## src/core/aperture_delay_defs.svh

```systemverilog
/*
  Offsets, field positions, reset values and timing counts of the aperture delay control block.
  Assumes it is included by bare name; holds definitions only.
*/
`ifndef APERTURE_DELAY_DEFS_SVH
`define APERTURE_DELAY_DEFS_SVH

// Register byte offsets on the serial control port
`define ADDR_REFCAL_ENABLE        15'h02b0
`define ADDR_REFCAL_STATUS        15'h02b2
`define ADDR_DELAY_MANUAL         15'h02b5
`define ADDR_RAMP_CONTROL         15'h02b8
`define ADDR_MAP_END              15'h02bf

// Field positions
`define DELAY_INV_BIT             16
`define DELAY_COARSE_MSB          15
`define DELAY_COARSE_LSB          8
`define DELAY_FINE_MSB            7
`define DELAY_FINE_LSB            0
`define STATUS_DONE_BIT           17
`define RAMP_EN_BIT               0
`define RAMP_RATE_BIT             1

// Reset values
`define DELAY_MANUAL_RESET        17'h00000
`define RAMP_CONTROL_RESET        2'h0
`define REFCAL_ENABLE_RESET       1'h0

// Timing counts in clock cycles, tick counter width and coarse step sizes
`define RAMP_STEP_CYCLES          384
`define APPLY_LIMIT_CYCLES        1536
`define RAMP_CNT_W                9
`define COARSE_STEP_SLOW          8'h01
`define COARSE_STEP_FAST          8'h04

`endif

```

## src/core/aperture_delay_pkg.sv

```systemverilog
/*
  Types shared by the aperture delay control block.
  Assumes the defs header supplies all numeric constants.
*/
package aperture_delay_pkg;
  typedef logic [16:0] delay_word_t;
  typedef logic [7:0]  delay_code_t;
  typedef enum logic [1:0] {
    SPI_IDLE,
    SPI_ADDR,
    SPI_DATA
  } spi_phase_e;
endpackage

```

## src/core/coarse_delay_stepper.sv

```systemverilog
/*
  Moves the applied coarse code toward a target by a fixed step every 384 cycles when ramping,
  or loads the target on the next step tick when not ramping.
  Assumes a synchronous active-high reset on the single clock.
*/
`timescale 1ns/1ps
`include "aperture_delay_defs.svh"
module coarse_delay_stepper (
  // Clock and reset
  input  wire logic                            mclk_in,
  input  wire logic                            reset_in,
  // Control
  input  wire logic                            ramp_en_in,
  input  wire logic                            ramp_fast_in,
  input  wire aperture_delay_pkg::delay_code_t target_in,
  // Applied code
  output aperture_delay_pkg::delay_code_t      applied_out
);
  import aperture_delay_pkg::*;

  logic [`RAMP_CNT_W-1:0] tick_cnt_r;
  logic                   tick;
  delay_code_t            step;
  delay_code_t            applied_r;
  delay_code_t            gap;

  // Step tick divider, one pulse per 384 cycles
  always_ff @(posedge mclk_in) begin
    if (reset_in || tick) begin
      tick_cnt_r <= '0;
    end else begin
      tick_cnt_r <= tick_cnt_r + 1'b1;
    end
  end
  assign tick = (tick_cnt_r == `RAMP_CNT_W'(`RAMP_STEP_CYCLES - 1));

  assign step = ramp_fast_in ? `COARSE_STEP_FAST : `COARSE_STEP_SLOW;
  assign gap  = (target_in > applied_r) ? (target_in - applied_r) : (applied_r - target_in);

  // Without ramping the target lands within 384 cycles, well inside 1536; clamp last step
  always_ff @(posedge mclk_in) begin
    if (reset_in) begin
      applied_r <= '0;
    end else if (tick) begin
      if (!ramp_en_in || gap <= step) begin
        applied_r <= target_in;
      end else if (target_in > applied_r) begin
        applied_r <= applied_r + step;
      end else begin
        applied_r <= applied_r - step;
      end
    end
  end
  assign applied_out = applied_r;
endmodule

```

## src/core/aperture_delay_adjust_control.sv

```systemverilog
/*
  Aperture delay adjustment control: manual delay, ramp control and reference calibration
  status registers behind a serial control port, and the applied delay outputs.
  Assumes the serial clock is slow next to mclk_in and that the calibration engine outside
  reports its result and a finished level; protocol: 16-bit header (R/W, 15-bit address)
  then 8-bit data, MSB first, with auto-increment while select stays low.
*/
// Operation
// - The completion flag reads one only while calibration is enabled and it has finished.
// - A 17-bit calibrated delay result is readable, valid only while the flag is set.
// - Result bit 16 is inversion, bits 15 to 8 coarse code, bits 7 to 0 fine code.
// - Manual bit 16 set inverts the sampling clock, clear leaves it non-inverted.
// - With calibration off the manual coarse field bits 15 to 8 sets the coarse step.
// - With calibration off the manual fine field bits 7 to 0 sets the fine step.
// - The fine field may change any time and is applied at once without glitch.
// - Calibration off uses the manual register; calibration on ignores it.
// - A zero-to-one change of the calibration enable starts the calibration sequence.
// - Without ramping a new coarse code is applied within 1536 cycles.
// - Ramping moves the coarse code by one, or four with rate set, every 384 cycles.
`timescale 1ns/1ps
`include "aperture_delay_defs.svh"
module aperture_delay_adjust_control (
  // Clock and reset
  input  wire logic                             mclk_in,
  input  wire logic                             reset_in,
  // Serial control port
  input  wire logic                             spi_sclk_in,
  input  wire logic                             spi_csn_in,
  input  wire logic                             spi_sdi_in,
  output logic                                  spi_sdo_out,
  output logic                                  spi_sdo_oen_out,
  // Calibration engine
  input  wire logic                             refcal_finished_in,
  input  wire aperture_delay_pkg::delay_word_t  refcal_result_in,
  output logic                                  refcal_start_out,
  output logic                                  refcal_enable_out,
  // Applied delay
  output logic                                  device_sample_clock_invert_out,
  output aperture_delay_pkg::delay_code_t       coarse_delay_out,
  output aperture_delay_pkg::delay_code_t       fine_delay_out
);
  import aperture_delay_pkg::*;

  logic [2:0]  sclk_sync_r;
  logic [2:0]  csn_sync_r;
  logic [2:0]  sdi_sync_r;
  logic        sclk_lvl_r;
  logic        csn_lvl_r;
  logic        sdi_lvl_r;
  logic        sclk_rise;
  logic        sclk_fall;
  spi_phase_e  phase_r;
  logic [4:0]  bit_cnt_r;
  logic        rd_r;
  logic [14:0] addr_r;
  logic [7:0]  shift_r;
  logic [7:0]  rdata;
  logic        wr_stb;
  logic [7:0]  wdata;
  logic        sdo_r;
  logic        sdo_en_r;
  delay_word_t manual_r;
  logic [1:0]  ramp_ctl_r;
  logic        refcal_en_r;
  logic        refcal_en_d_r;
  logic        refcal_done_r;
  delay_word_t refcal_res_r;
  logic [23:0] status_word;
  delay_code_t coarse_target;
  delay_code_t coarse_applied;
  logic        inv_r;
  delay_code_t fine_r;

  // Pins are asynchronous: three stages, a change counts when stages two and three agree
  always_ff @(posedge mclk_in) begin
    if (reset_in) begin
      sclk_sync_r <= 3'h0;
      csn_sync_r  <= 3'h7;
      sdi_sync_r  <= 3'h0;
    end else begin
      sclk_sync_r <= {sclk_sync_r[1:0], spi_sclk_in};
      csn_sync_r  <= {csn_sync_r[1:0], spi_csn_in};
      sdi_sync_r  <= {sdi_sync_r[1:0], spi_sdi_in};
    end
  end

  // Filtered levels
  always_ff @(posedge mclk_in) begin
    if (reset_in) begin
      sclk_lvl_r <= 1'b0;
      csn_lvl_r  <= 1'b1;
      sdi_lvl_r  <= 1'b0;
    end else begin
      if (sclk_sync_r[2] == sclk_sync_r[1]) sclk_lvl_r <= sclk_sync_r[2];
      if (csn_sync_r[2] == csn_sync_r[1])   csn_lvl_r  <= csn_sync_r[2];
      if (sdi_sync_r[2] == sdi_sync_r[1])   sdi_lvl_r  <= sdi_sync_r[2];
    end
  end
  assign sclk_rise = !sclk_lvl_r && (sclk_sync_r[2] == sclk_sync_r[1]) && sclk_sync_r[2];
  assign sclk_fall = sclk_lvl_r && (sclk_sync_r[2] == sclk_sync_r[1]) && !sclk_sync_r[2];

  // Serial frame: header then bytes; a byte completes on its eighth rising edge
  always_ff @(posedge mclk_in) begin
    if (reset_in || csn_lvl_r) begin
      phase_r   <= SPI_IDLE;
      bit_cnt_r <= 5'h00;
      rd_r      <= 1'b0;
      addr_r    <= 15'h0000;
      shift_r   <= 8'h00;
    end else if (sclk_rise) begin
      case (phase_r)
        SPI_IDLE: begin
          rd_r      <= sdi_lvl_r;
          bit_cnt_r <= 5'h01;
          phase_r   <= SPI_ADDR;
        end
        SPI_ADDR: begin
          addr_r <= {addr_r[13:0], sdi_lvl_r};
          if (bit_cnt_r == 5'h0f) begin
            bit_cnt_r <= 5'h00;
            phase_r   <= SPI_DATA;
          end else begin
            bit_cnt_r <= bit_cnt_r + 5'h01;
          end
        end
        SPI_DATA: begin
          shift_r <= {shift_r[6:0], sdi_lvl_r};
          if (bit_cnt_r == 5'h07) begin
            bit_cnt_r <= 5'h00;
            addr_r    <= addr_r + 15'h0001;   // Auto-increment for streaming
          end else begin
            bit_cnt_r <= bit_cnt_r + 5'h01;
          end
        end
        default: phase_r <= SPI_IDLE;
      endcase
    end
  end
  assign wr_stb = !csn_lvl_r && sclk_rise && (phase_r == SPI_DATA) && !rd_r
                  && (bit_cnt_r == 5'h07);
  assign wdata  = {shift_r[6:0], sdi_lvl_r};

  // Status word: done flag only while enabled and finished; result valid with the flag
  assign status_word = {6'h00, refcal_done_r & refcal_en_r, refcal_res_r};

  // Read mux, one byte per address, little-endian byte order in multi-byte registers
  always_comb begin
    case (addr_r)
      `ADDR_REFCAL_ENABLE:       rdata = {7'h00, refcal_en_r};
      `ADDR_REFCAL_STATUS:       rdata = status_word[7:0];
      `ADDR_REFCAL_STATUS + 15'h1: rdata = status_word[15:8];
      `ADDR_REFCAL_STATUS + 15'h2: rdata = status_word[23:16];
      `ADDR_DELAY_MANUAL:        rdata = manual_r[7:0];
      `ADDR_DELAY_MANUAL + 15'h1: rdata = manual_r[15:8];
      `ADDR_DELAY_MANUAL + 15'h2: rdata = {7'h00, manual_r[16]};
      `ADDR_RAMP_CONTROL:        rdata = {6'h00, ramp_ctl_r};
      default:                   rdata = 8'h00;
    endcase
  end

  // Read data shifts out on falling edges; the pin is driven only during a read data phase
  always_ff @(posedge mclk_in) begin
    if (reset_in || csn_lvl_r) begin
      sdo_r    <= 1'b0;
      sdo_en_r <= 1'b0;
    end else if (sclk_fall && rd_r && phase_r == SPI_DATA) begin
      sdo_r    <= rdata[3'h7 - bit_cnt_r[2:0]];
      sdo_en_r <= 1'b1;
    end
  end
  assign spi_sdo_out     = sdo_r;
  assign spi_sdo_oen_out = !sdo_en_r;

  // Register writes; inversion timing is the writer's duty, coarse pacing is done by the stepper
  always_ff @(posedge mclk_in) begin
    if (reset_in) begin
      manual_r    <= `DELAY_MANUAL_RESET;
      ramp_ctl_r  <= `RAMP_CONTROL_RESET;
      refcal_en_r <= `REFCAL_ENABLE_RESET;
    end else if (wr_stb) begin
      case (addr_r)
        `ADDR_REFCAL_ENABLE:          refcal_en_r      <= wdata[0];
        `ADDR_DELAY_MANUAL:           manual_r[7:0]    <= wdata;
        `ADDR_DELAY_MANUAL + 15'h1:   manual_r[15:8]   <= wdata;
        `ADDR_DELAY_MANUAL + 15'h2:   manual_r[16]     <= wdata[0];
        `ADDR_RAMP_CONTROL:           ramp_ctl_r       <= wdata[1:0];
        default:                      ;
      endcase
    end
  end

  // Rising enable starts calibration; done is dropped while disabled, so a re-enable
  // never shows a stale completion for even one cycle
  always_ff @(posedge mclk_in) begin
    if (reset_in) begin
      refcal_en_d_r <= 1'b0;
      refcal_done_r <= 1'b0;
      refcal_res_r  <= '0;
    end else begin
      refcal_en_d_r <= refcal_en_r;
      if (refcal_en_r && !refcal_en_d_r) begin
        refcal_done_r <= 1'b0;
      end else if (!refcal_en_r) begin
        refcal_done_r <= 1'b0;
      end else if (refcal_en_r && refcal_finished_in && !refcal_done_r) begin
        refcal_done_r <= 1'b1;
        refcal_res_r  <= refcal_result_in;
      end
    end
  end
  assign refcal_start_out  = refcal_en_r && !refcal_en_d_r;
  assign refcal_enable_out = refcal_en_r;

  // Source select: manual register when calibration is off, result when on
  assign coarse_target = refcal_en_r ? refcal_res_r[`DELAY_COARSE_MSB:`DELAY_COARSE_LSB]
                                     : manual_r[`DELAY_COARSE_MSB:`DELAY_COARSE_LSB];

  coarse_delay_stepper u_stepper (
    .mclk_in      (mclk_in),
    .reset_in     (reset_in),
    .ramp_en_in   (ramp_ctl_r[`RAMP_EN_BIT]),
    .ramp_fast_in (ramp_ctl_r[`RAMP_RATE_BIT]),
    .target_in    (coarse_target),
    .applied_out  (coarse_applied)
  );

  // Fine and inversion apply on the next cycle; fine needs no pacing
  always_ff @(posedge mclk_in) begin
    if (reset_in) begin
      inv_r  <= 1'b0;
      fine_r <= 8'h00;
    end else if (refcal_en_r) begin
      inv_r  <= refcal_res_r[`DELAY_INV_BIT];
      fine_r <= refcal_res_r[`DELAY_FINE_MSB:`DELAY_FINE_LSB];
    end else begin
      inv_r  <= manual_r[`DELAY_INV_BIT];
      fine_r <= manual_r[`DELAY_FINE_MSB:`DELAY_FINE_LSB];
    end
  end
  assign device_sample_clock_invert_out = inv_r;
  assign fine_delay_out                 = fine_r;
  assign coarse_delay_out               = coarse_applied;
endmodule

```

## config.mk

```make
export PLATFORM = sky130hd
export DESIGN_NAME = aperture_delay_adjust_control
export DESIGN_NICKNAME = d
export VERILOG_FILES = /design/src/core/aperture_delay_pkg.sv /design/src/core/coarse_delay_stepper.sv /design/src/core/aperture_delay_adjust_control.sv
export VERILOG_INCLUDE_DIRS = /design/src /design/src/core
export SDC_FILE = /design/constraint.sdc
export NUM_CORES = 1
export LEC_CHECK = 0
export BUFFER_PORTS_ARGS = -buffer_cell sky130_fd_sc_hd__buf_2
export CELL_PAD_IN_SITES_DETAIL_PLACEMENT = 1
export CELL_PAD_IN_SITES_GLOBAL_PLACEMENT = 1
export CORE_MARGIN = 4
export CORE_UTILIZATION = 46
export CTS_CLUSTER_SIZE = 20
export DETAILED_ROUTE_END_ITERATION = 10
export HOLD_SLACK_MARGIN = 0.06
export MAX_ROUTING_LAYER = met4
export PLACE_DENSITY = 0.83
export SYNTH_ARGS = -nofsm -noshare
export SYNTH_HDL_FRONTEND = slang
export SYNTH_SLANG_ARGS = --single-unit
```

## constraint.sdc

```tcl
create_clock -name mclk_in -period 5.03 [get_ports mclk_in]
set_input_delay 0 -clock mclk_in [delete_from_list [all_inputs] [get_ports mclk_in]]
set_output_delay 0 -clock mclk_in [all_outputs]
set_load 0.02 [all_outputs]
```

==> results.py, run 1 <==
metrics = {
    "outcome": {
        "status": "completed",
    },
    "setup_path": {
        "cp_max_fo": 11,
        "cp.arrival_ps": 5040,
        "cp_slowest_cell": "o41a_1",
        "crit_buf_inv": 0,
        "crit_required_ps": 5310,
        "max_stage_delay_ps": 540,
        "startpoint_type": "register",
        "crit_family": "compound AO/OA/AOI/OAI gates",
        "criticalPathCategory": "reg2reg",
        "crit_chain": "mux2_2 > ha_1 > nand3_1 > a21o_1 > a21oi_4 > mux2i_1 > xnor2_1 > ha_1 > o21ai_0 > o221ai_1 > o41a_1 > o41a_1 > mux2_4 > a211oi_2",
        "crit_path_end_kind": "register",
    },
    "global_routing": {
        "overflow": 0,
        "grt_max_degree": 82,
        "grtUsageTotal_pct": 26.1,
        "antenna_found_initial": 0,
        "grt_pass1_vias": 5873,
        "grt_pass1_wl_um": 30200,
    },
    "clocking": {
        "insertion_delay_ps": 360,
        "cts_buffer_depth": 2,
        "cts_root_buf": "clkbuf_16",
        "htree_levels": 3,
        "cts_tree": "yes",
        "clock-sinks": 109,
        "numCtsBuffers": 9,
        "path_clk_slew_ps": 70,
    },
    "sta": {
        "skew_ps": 6.33,
        "finalHoldViolCount": 0,
        "rsz0062_at_grt": "no",
        "period_share_pct": 94.5,
        "worst_slew_pin_slew_ps": 828,
        "setup_violations": 0,
        "period_needed_ps": 4760,
        "drv_slew": 0,
        "setup_slack_ps": 275,
        "fmax_ghz": 0.210,
        "slew_headroom_pct": 44.8,
        "tns_ps": 0,
    },
    "synthesis": {
        "ys.warnings.count": 0,
        "syn_area_sq_um": 6090,
        "syn_nets": 806,
        "synth-edff-count": 0,
        "synth_top_area_share_pct": 35.8,
        "yosys_most_used_dff": "dfxtp_1",
        "synth.avg_cell_area_sq_um": 8.19,
        "yosysSeqAreaShare_pct": 35.8,
        "synthTopCellsByArea": "dfxtp_1 36%, ha_1 7.4%, mux2i_1 6.4%",
        "syn-instance-count": 744,
        "yosys_register_bits": 109,
        "synth-async-reset-ratio_pct": 0,
        "yosysTopAreaCell": "dfxtp_1",
        "synth_cell_types": 66,
    },
    "layout": {
        "final_core_util_pct": 54.2,
        "postLayoutCellArea_sq_um": 6920,
        "layout.nets": 845,
        "antenna_cells": 0,
        "final_cell_mix": "108 x dfxtp_1, 97 x nand2_1, 75 x nor2_1, 56 x a21oi_1, 43 x buf_2",
        "final_common_cell": "dfxtp_1",
        "fillers": 1536,
        "syn_to_final_growth_pct": 13.6,
        "drive_gt1_share_pct": 11.2,
    },
    "die": {
        "ios": 44,
        "die_area_sq_um": 15200,
        "core_sq_um": 12800,
        "start_util_pct": 47.7,
        "die_w_um": 123,
        "row_count": 41,
        "die_h_um": 123,
    },
    "detailed_routing": {
        "vias": 5625,
        "drtIter0Drc": 431,
        "viasPerCell": 5.87,
        "wl_per_cell_um": 19.0,
        "totalWireLength_um": 18200,
        "postRouteAntennaNets": 0,
        "firstDrtPassIters": 5,
        "drcViolationCount": 0,
    },
    "power": {
        "total_power_uw": 1610,
        "p_leak_uw": 0.00262,
        "seq_power_share_pct": 54.2,
        "p_per_area_nw_per_um2": 232,
        "peakVddDrop_uv": 239,
        "p_int_uw": 1250,
        "p_sw_share_pct": 22.0,
        "clkPwrFrac_pct": 43.2,
        "p_sw_uw": 354,
        "comb_power_share_pct": 2.5,
    },
    "run": {
        "drv_cap": 0,
    },
    "worst_hold_path": {
        "worstHoldPathType": "in2reg",
    },
    "place": {
        "dp_slack_ps": 101,
        "placed_area_sq_um": 6410,
        "gp_congestion": 0.865,
        "numPortBuffers": 43,
        "dp_hpwl_um": 13000,
    },
}
metal layers:
metal / GRT usage (%) / share of wire, % / vias to the layer above
met5: - / 0 / -
met4: 9.90 / 2.9 / 0
met3: 3.06 / 3.7 / 39
met2: 43.8 / 49 / 130
met1: 32.3 / 44 / 2750
li1: - / - / 2706
worst reg2reg max path: stages (launching register included):
cell	delay, ps
dfxtp_2	520
mux2_2	420
ha_1	500
nand3_1	160
a21o_1	230
a21oi_4	280
mux2i_1	260
xnor2_1	140
ha_1	270
o21ai_0	200
o221ai_1	150
o41a_1	460
o41a_1	540
mux2_4	360
a211oi_2	200
registers in the layout, summed over array words and instances (netlist names), 2 cells and up:
signal / flops
phase_r: 2
shift_r: 7
u_stepper.tick_cnt_r: 9
ramp_ctl_r: 2
csn_sync_r: 3
fine_delay_out: 8
sclk_sync_r: 3
addr_r: 15
manual_r: 17
refcal_res_r: 17
bit_cnt_r: 5
u_stepper.applied_out: 8
sdi_sync_r: 3
area by class of cell:
| type | instances | area, sq um | share of cell area [%] |
|---|---|---|---|
| multi-input combinational | 551 | 3600 | 52.1 |
| inverter | 40 | 150 | 2.17 |
| clock inverter | 4 | 31.3 | 0.452 |
| timing repair buffer | 72 | 485 | 7.01 |
| clock buffer | 11 | 253 | 3.65 |
| sequential | 109 | 2180 | 31.5 |
| tap | 172 | 215 | 3.11 |
metrics by stage:
stage	cells	hold WS, ps
after floorplan	744	104
after global placement	923	190
after detailed placement	923	206
after CTS	959	335
after global routing	959	390
final	959	332
cells in the mapped netlist, types with 3 or more instances:
library cell and number:
dfxtp_1 109, nand2_1 97, nor2_1 75, a21oi_1 56
inv_1 39, mux2i_1 39, ha_1 36, clkbuf_1 30
nand3_1 25, o21ai_0 25, xnor2_1 17, nor3_1 15
nand4_1 14, a211oi_1 12, nor2b_1 11, a22oi_1 10
a31oi_1 10, buf_1 7, nand2b_1 6, nor3b_1 6
o2bb2ai_1 6, a221oi_1 5, mux2_2 5, nand3b_1 5
nor4_1 5, o211ai_1 5, or2_2 5, a311oi_1 4
buf_2 4, a21o_1 3, and2_1 3, fa_1 3
nand4b_1 3, nor4b_1 3, o21a_1 3, o21bai_1 3
o221ai_1 3, xor2_1 3
power by group through the flow:
stage	Sequential [uW]	Combinational [uW]	Clock, uW
after floorplan	890	14.9	0
after global placement	890	25.6	0
after detailed placement	891	27.1	0
after CTS	871	39.9	709
after global routing	871	45.0	746
final	871	40.3	694
worst paths after layout:
path	end	slack (ps)	from	depth (start not counted)
setup / recovery	u_stepper.applied_out[5]	270	refcal_enable_out	14
hold / removal	sdi_sync_r[1]	330	reset_in	3
setup reg to reg	u_stepper.applied_out[5]	270	refcal_enable_out	14
hold reg to reg	csn_sync_r[1]	440	csn_sync_r[0]	1
cells by family (layout without fill, tap and decap cells):
group                    after synthesis  in the layout  share of synthesized area, %
adder cells (fa/ha/maj)               39             39                          8.38
buffers and inverters                 84            127                          5.56
multiplexers                          46             46                          7.76
flip-flops                           109            109                          35.8
AND/OR/NAND/NOR                      281            281                          21.7
XOR/XNOR                              20             20                          2.87
AO/OA/AOI/OAI                        165            165                          17.9
repair_timing:
item | CTS | global route
hold buffers | 21 | 0
setup endpoints to repair | 0 | 8
hold endpoints to repair | 21 | 0
setup buffers | 0 | 0
resized for setup | 0 | 4
Note: power is estimated with default switching activity, not from simulation.
==> inputs of run 2 (changes only) <==
- CORE_ASPECT_RATIO: not set -> 0.5
==> run 2 against run 1 <==
Effect of this change: wire length decreased by 1.4%; flip-flop and latch count unchanged; final area increased by 0.80%; first-iteration DRC count shrank 26%; count of clock-buffer cells in the layout unchanged; sequential share of layout area fell by 0.25 points; largest cell class unchanged; largest power group unchanged.
==> results.py, run 2 (synthesis gave the netlist of run 1 again) <==
metrics = {
    "outcome": {
        "status": "completed",
    },
    "layout": {
        "layout.nets": 853,
        "reg.largest.list": "manual_r x17, refcal_res_r x17, addr_r x15",
        "final_cell_mix": "108 x dfxtp_1, 97 x nand2_1, 75 x nor2_1, 56 x a21oi_1, 43 x buf_2",
        "syn_to_final_growth_pct": 14.5,
        "antenna_cells": 0,
        "final_common_cell": "dfxtp_1",
        "drive_gt1_share_pct": 11.2,
        "postLayoutCellArea_sq_um": 6980,
    },
    "detailed_routing": {
        "postRouteAntennaNets": 0,
        "firstDrtPassIters": 5,
        "viasPerCell": 5.82,
        "drtIter0Drc": 321,
        "totalWireLength_um": 18000,
        "wl_per_cell_um": 18.6,
        "drcViolationCount": 0,
        "vias": 5624,
    },
    "setup_path": {
        "criticalPathCategory": "reg2reg",
        "r2r.worst_path.cells": 15,
        "crit_path_end_kind": "register",
        "r2r_slack_ps": 290,
        "r2r_end": "u_stepper.applied_out[5]",
        "crit_chain": "mux2i_1 > inv_1 > ha_1 > nand3_1 > a21o_1 > a21oi_2 > mux2i_1 > xnor2_1 > ha_1 > o21ai_0 > o221ai_1 > o41a_1 > o41a_1 > mux2_4 > a211oi_2",
        "crit_required_ps": 5300,
        "max_stage_delay_ps": 540,
        "cp_max_fo": 10,
        "crit_buf_inv": 1,
        "startpoint_type": "register",
        "r2r_start": "refcal_enable_out",
        "cp-startpoint": "refcal_enable_out",
        "cp.arrival_ps": 5010,
        "cp_slowest_cell": "o41a_1",
        "crit_family": "compound AO/OA/AOI/OAI gates",
    },
    "sta": {
        "slew_headroom_pct": 46.5,
        "setup_violations": 0,
        "tns_ps": 0,
        "skew_ps": 9.20,
        "finalHoldViolCount": 0,
        "rsz0062_at_grt": "no",
        "period_needed_ps": 4740,
        "drv_slew": 0,
        "worst_slew_pin_slew_ps": 794,
        "period_share_pct": 94.2,
        "fmax_ghz": 0.211,
    },
    "worst_hold_path": {
        "hold_depth": 3,
        "worstHoldPathType": "in2reg",
        "hold_path_end": "csn_sync_r[0]",
        "min-delay-start": "spi_csn_in",
    },
    "die": {
        "die_area_sq_um": 15300,
        "core_sq_um": 12800,
        "die_h_um": 89.4,
        "start_util_pct": 47.6,
        "ios": 44,
        "die_w_um": 171,
        "row_count": 29,
    },
    "clocking": {
        "cts_root_buf": "clkbuf_16",
        "insertion_delay_ps": 350,
        "cts_tree": "yes",
        "cts_buffer_depth": 2,
        "numCtsBuffers": 9,
        "htree_levels": 3,
        "path_clk_slew_ps": 70,
        "clock-sinks": 109,
        "cts_setup_buffers": 0,
    },
    "global_routing": {
        "grtUsageTotal_pct": 24.8,
        "antenna_found_initial": 0,
        "grt_pass1_vias": 5746,
        "grt_max_degree": 63,
        "overflow": 0,
        "grt_pass1_wl_um": 29500,
    },
    "place": {
        "dp_hpwl_um": 12700,
        "gp_congestion": 0.894,
        "numPortBuffers": 43,
        "placed_area_sq_um": 6420,
    },
    "run": {
        "drv_cap": 0,
    },
    "power": {
        "p_per_area_nw_per_um2": 231,
        "p_leak_uw": 0.00267,
        "peakVddDrop_uv": 204,
    },
}
## run 2: cell types whose count changed in the layout (fill, tap and decap cells not counted), sizes merged
cell         change
buf              +2
clkinv           +3
dlygate4sd3      +6
clkinvlp         -2
## run 2: repair_timing
action / CTS / global route
hold buffers: 27 / 0
resized for setup: 0 / 1
hold endpoints to repair: 31 / 0
endpoints found under the setup margin: 0 / 1
## run 2: worst max-delay path by stage
stage | end | depth (start not counted) | slack, ps
2_1_floorplan | u_stepper.applied_out[5] | 19 | 240
3_3_place_gp | u_stepper.applied_out[5] | 15 | 340
3_5_place_dp | u_stepper.applied_out[5] | 15 | 190
4_1_cts | u_stepper.applied_out[5] | 15 | 140
5_1_grt | u_stepper.applied_out[5] | 15 | 40
6_report | u_stepper.applied_out[5] | 15 | 290
## run 2: worst reg2reg max path, stage by stage, from the launching register on
cell and delay [ps]:
dfxtp_2 470, mux2i_1 290, inv_1 110, ha_1 460
nand3_1 170, a21o_1 220, a21oi_2 330, mux2i_1 280
xnor2_1 160, ha_1 290, o21ai_0 200, o221ai_1 140
o41a_1 450, o41a_1 540, mux2_4 360, a211oi_2 200
## run 2: layout make-up
cell class              count  area [sq um]
inverters                  40           150
clock inverters             5          33.8
repair buffers             80           561
well taps                 170           213
multi-input cells         551          3580
clock buffers              11           253
flip-flops and latches    109          2180
fillers                  1583          5830
## run 2: per-stage QoR
| stage | setup slack [ps] | std cells | utilization (%) | hold slack (ps) | total power [uW] |
|---|---|---|---|---|---|
| after floorplan | 239 | 744 | - | 104 | 905 |
| after global placement | 336 | 923 | 50.1 | 185 | 917 |
| after detailed placement | 187 | 923 | 50.1 | 189 | 918 |
| after CTS | 141 | 966 | 54.5 | 386 | 1620 |
| after global routing | 40.8 | 966 | 54.5 | 401 | 1670 |
| final | 289 | 966 | 54.5 | 392 | 1610 |
## run 2: metal layers
layer / vias to the layer above / track usage, % / wire length (um) / part of all wire [%]
met3: 33 / 3.40 / 516 / 2.9
met5: - / - / 0 / 0
met4: 0 / 6.52 / 344 / 1.9
met2: 110 / 42.6 / 8450 / 47
li1: 2725 / - / - / -
met1: 2756 / 31.2 / 8640 / 48
## run 2: power by group
part	switching, uW	leakage [uW]	internal (uW)
registers	3.50	0.000880	867
logic	19.8	0.00165	23.4
clock network	334	0.000143	365
total	357	0.00267	1260
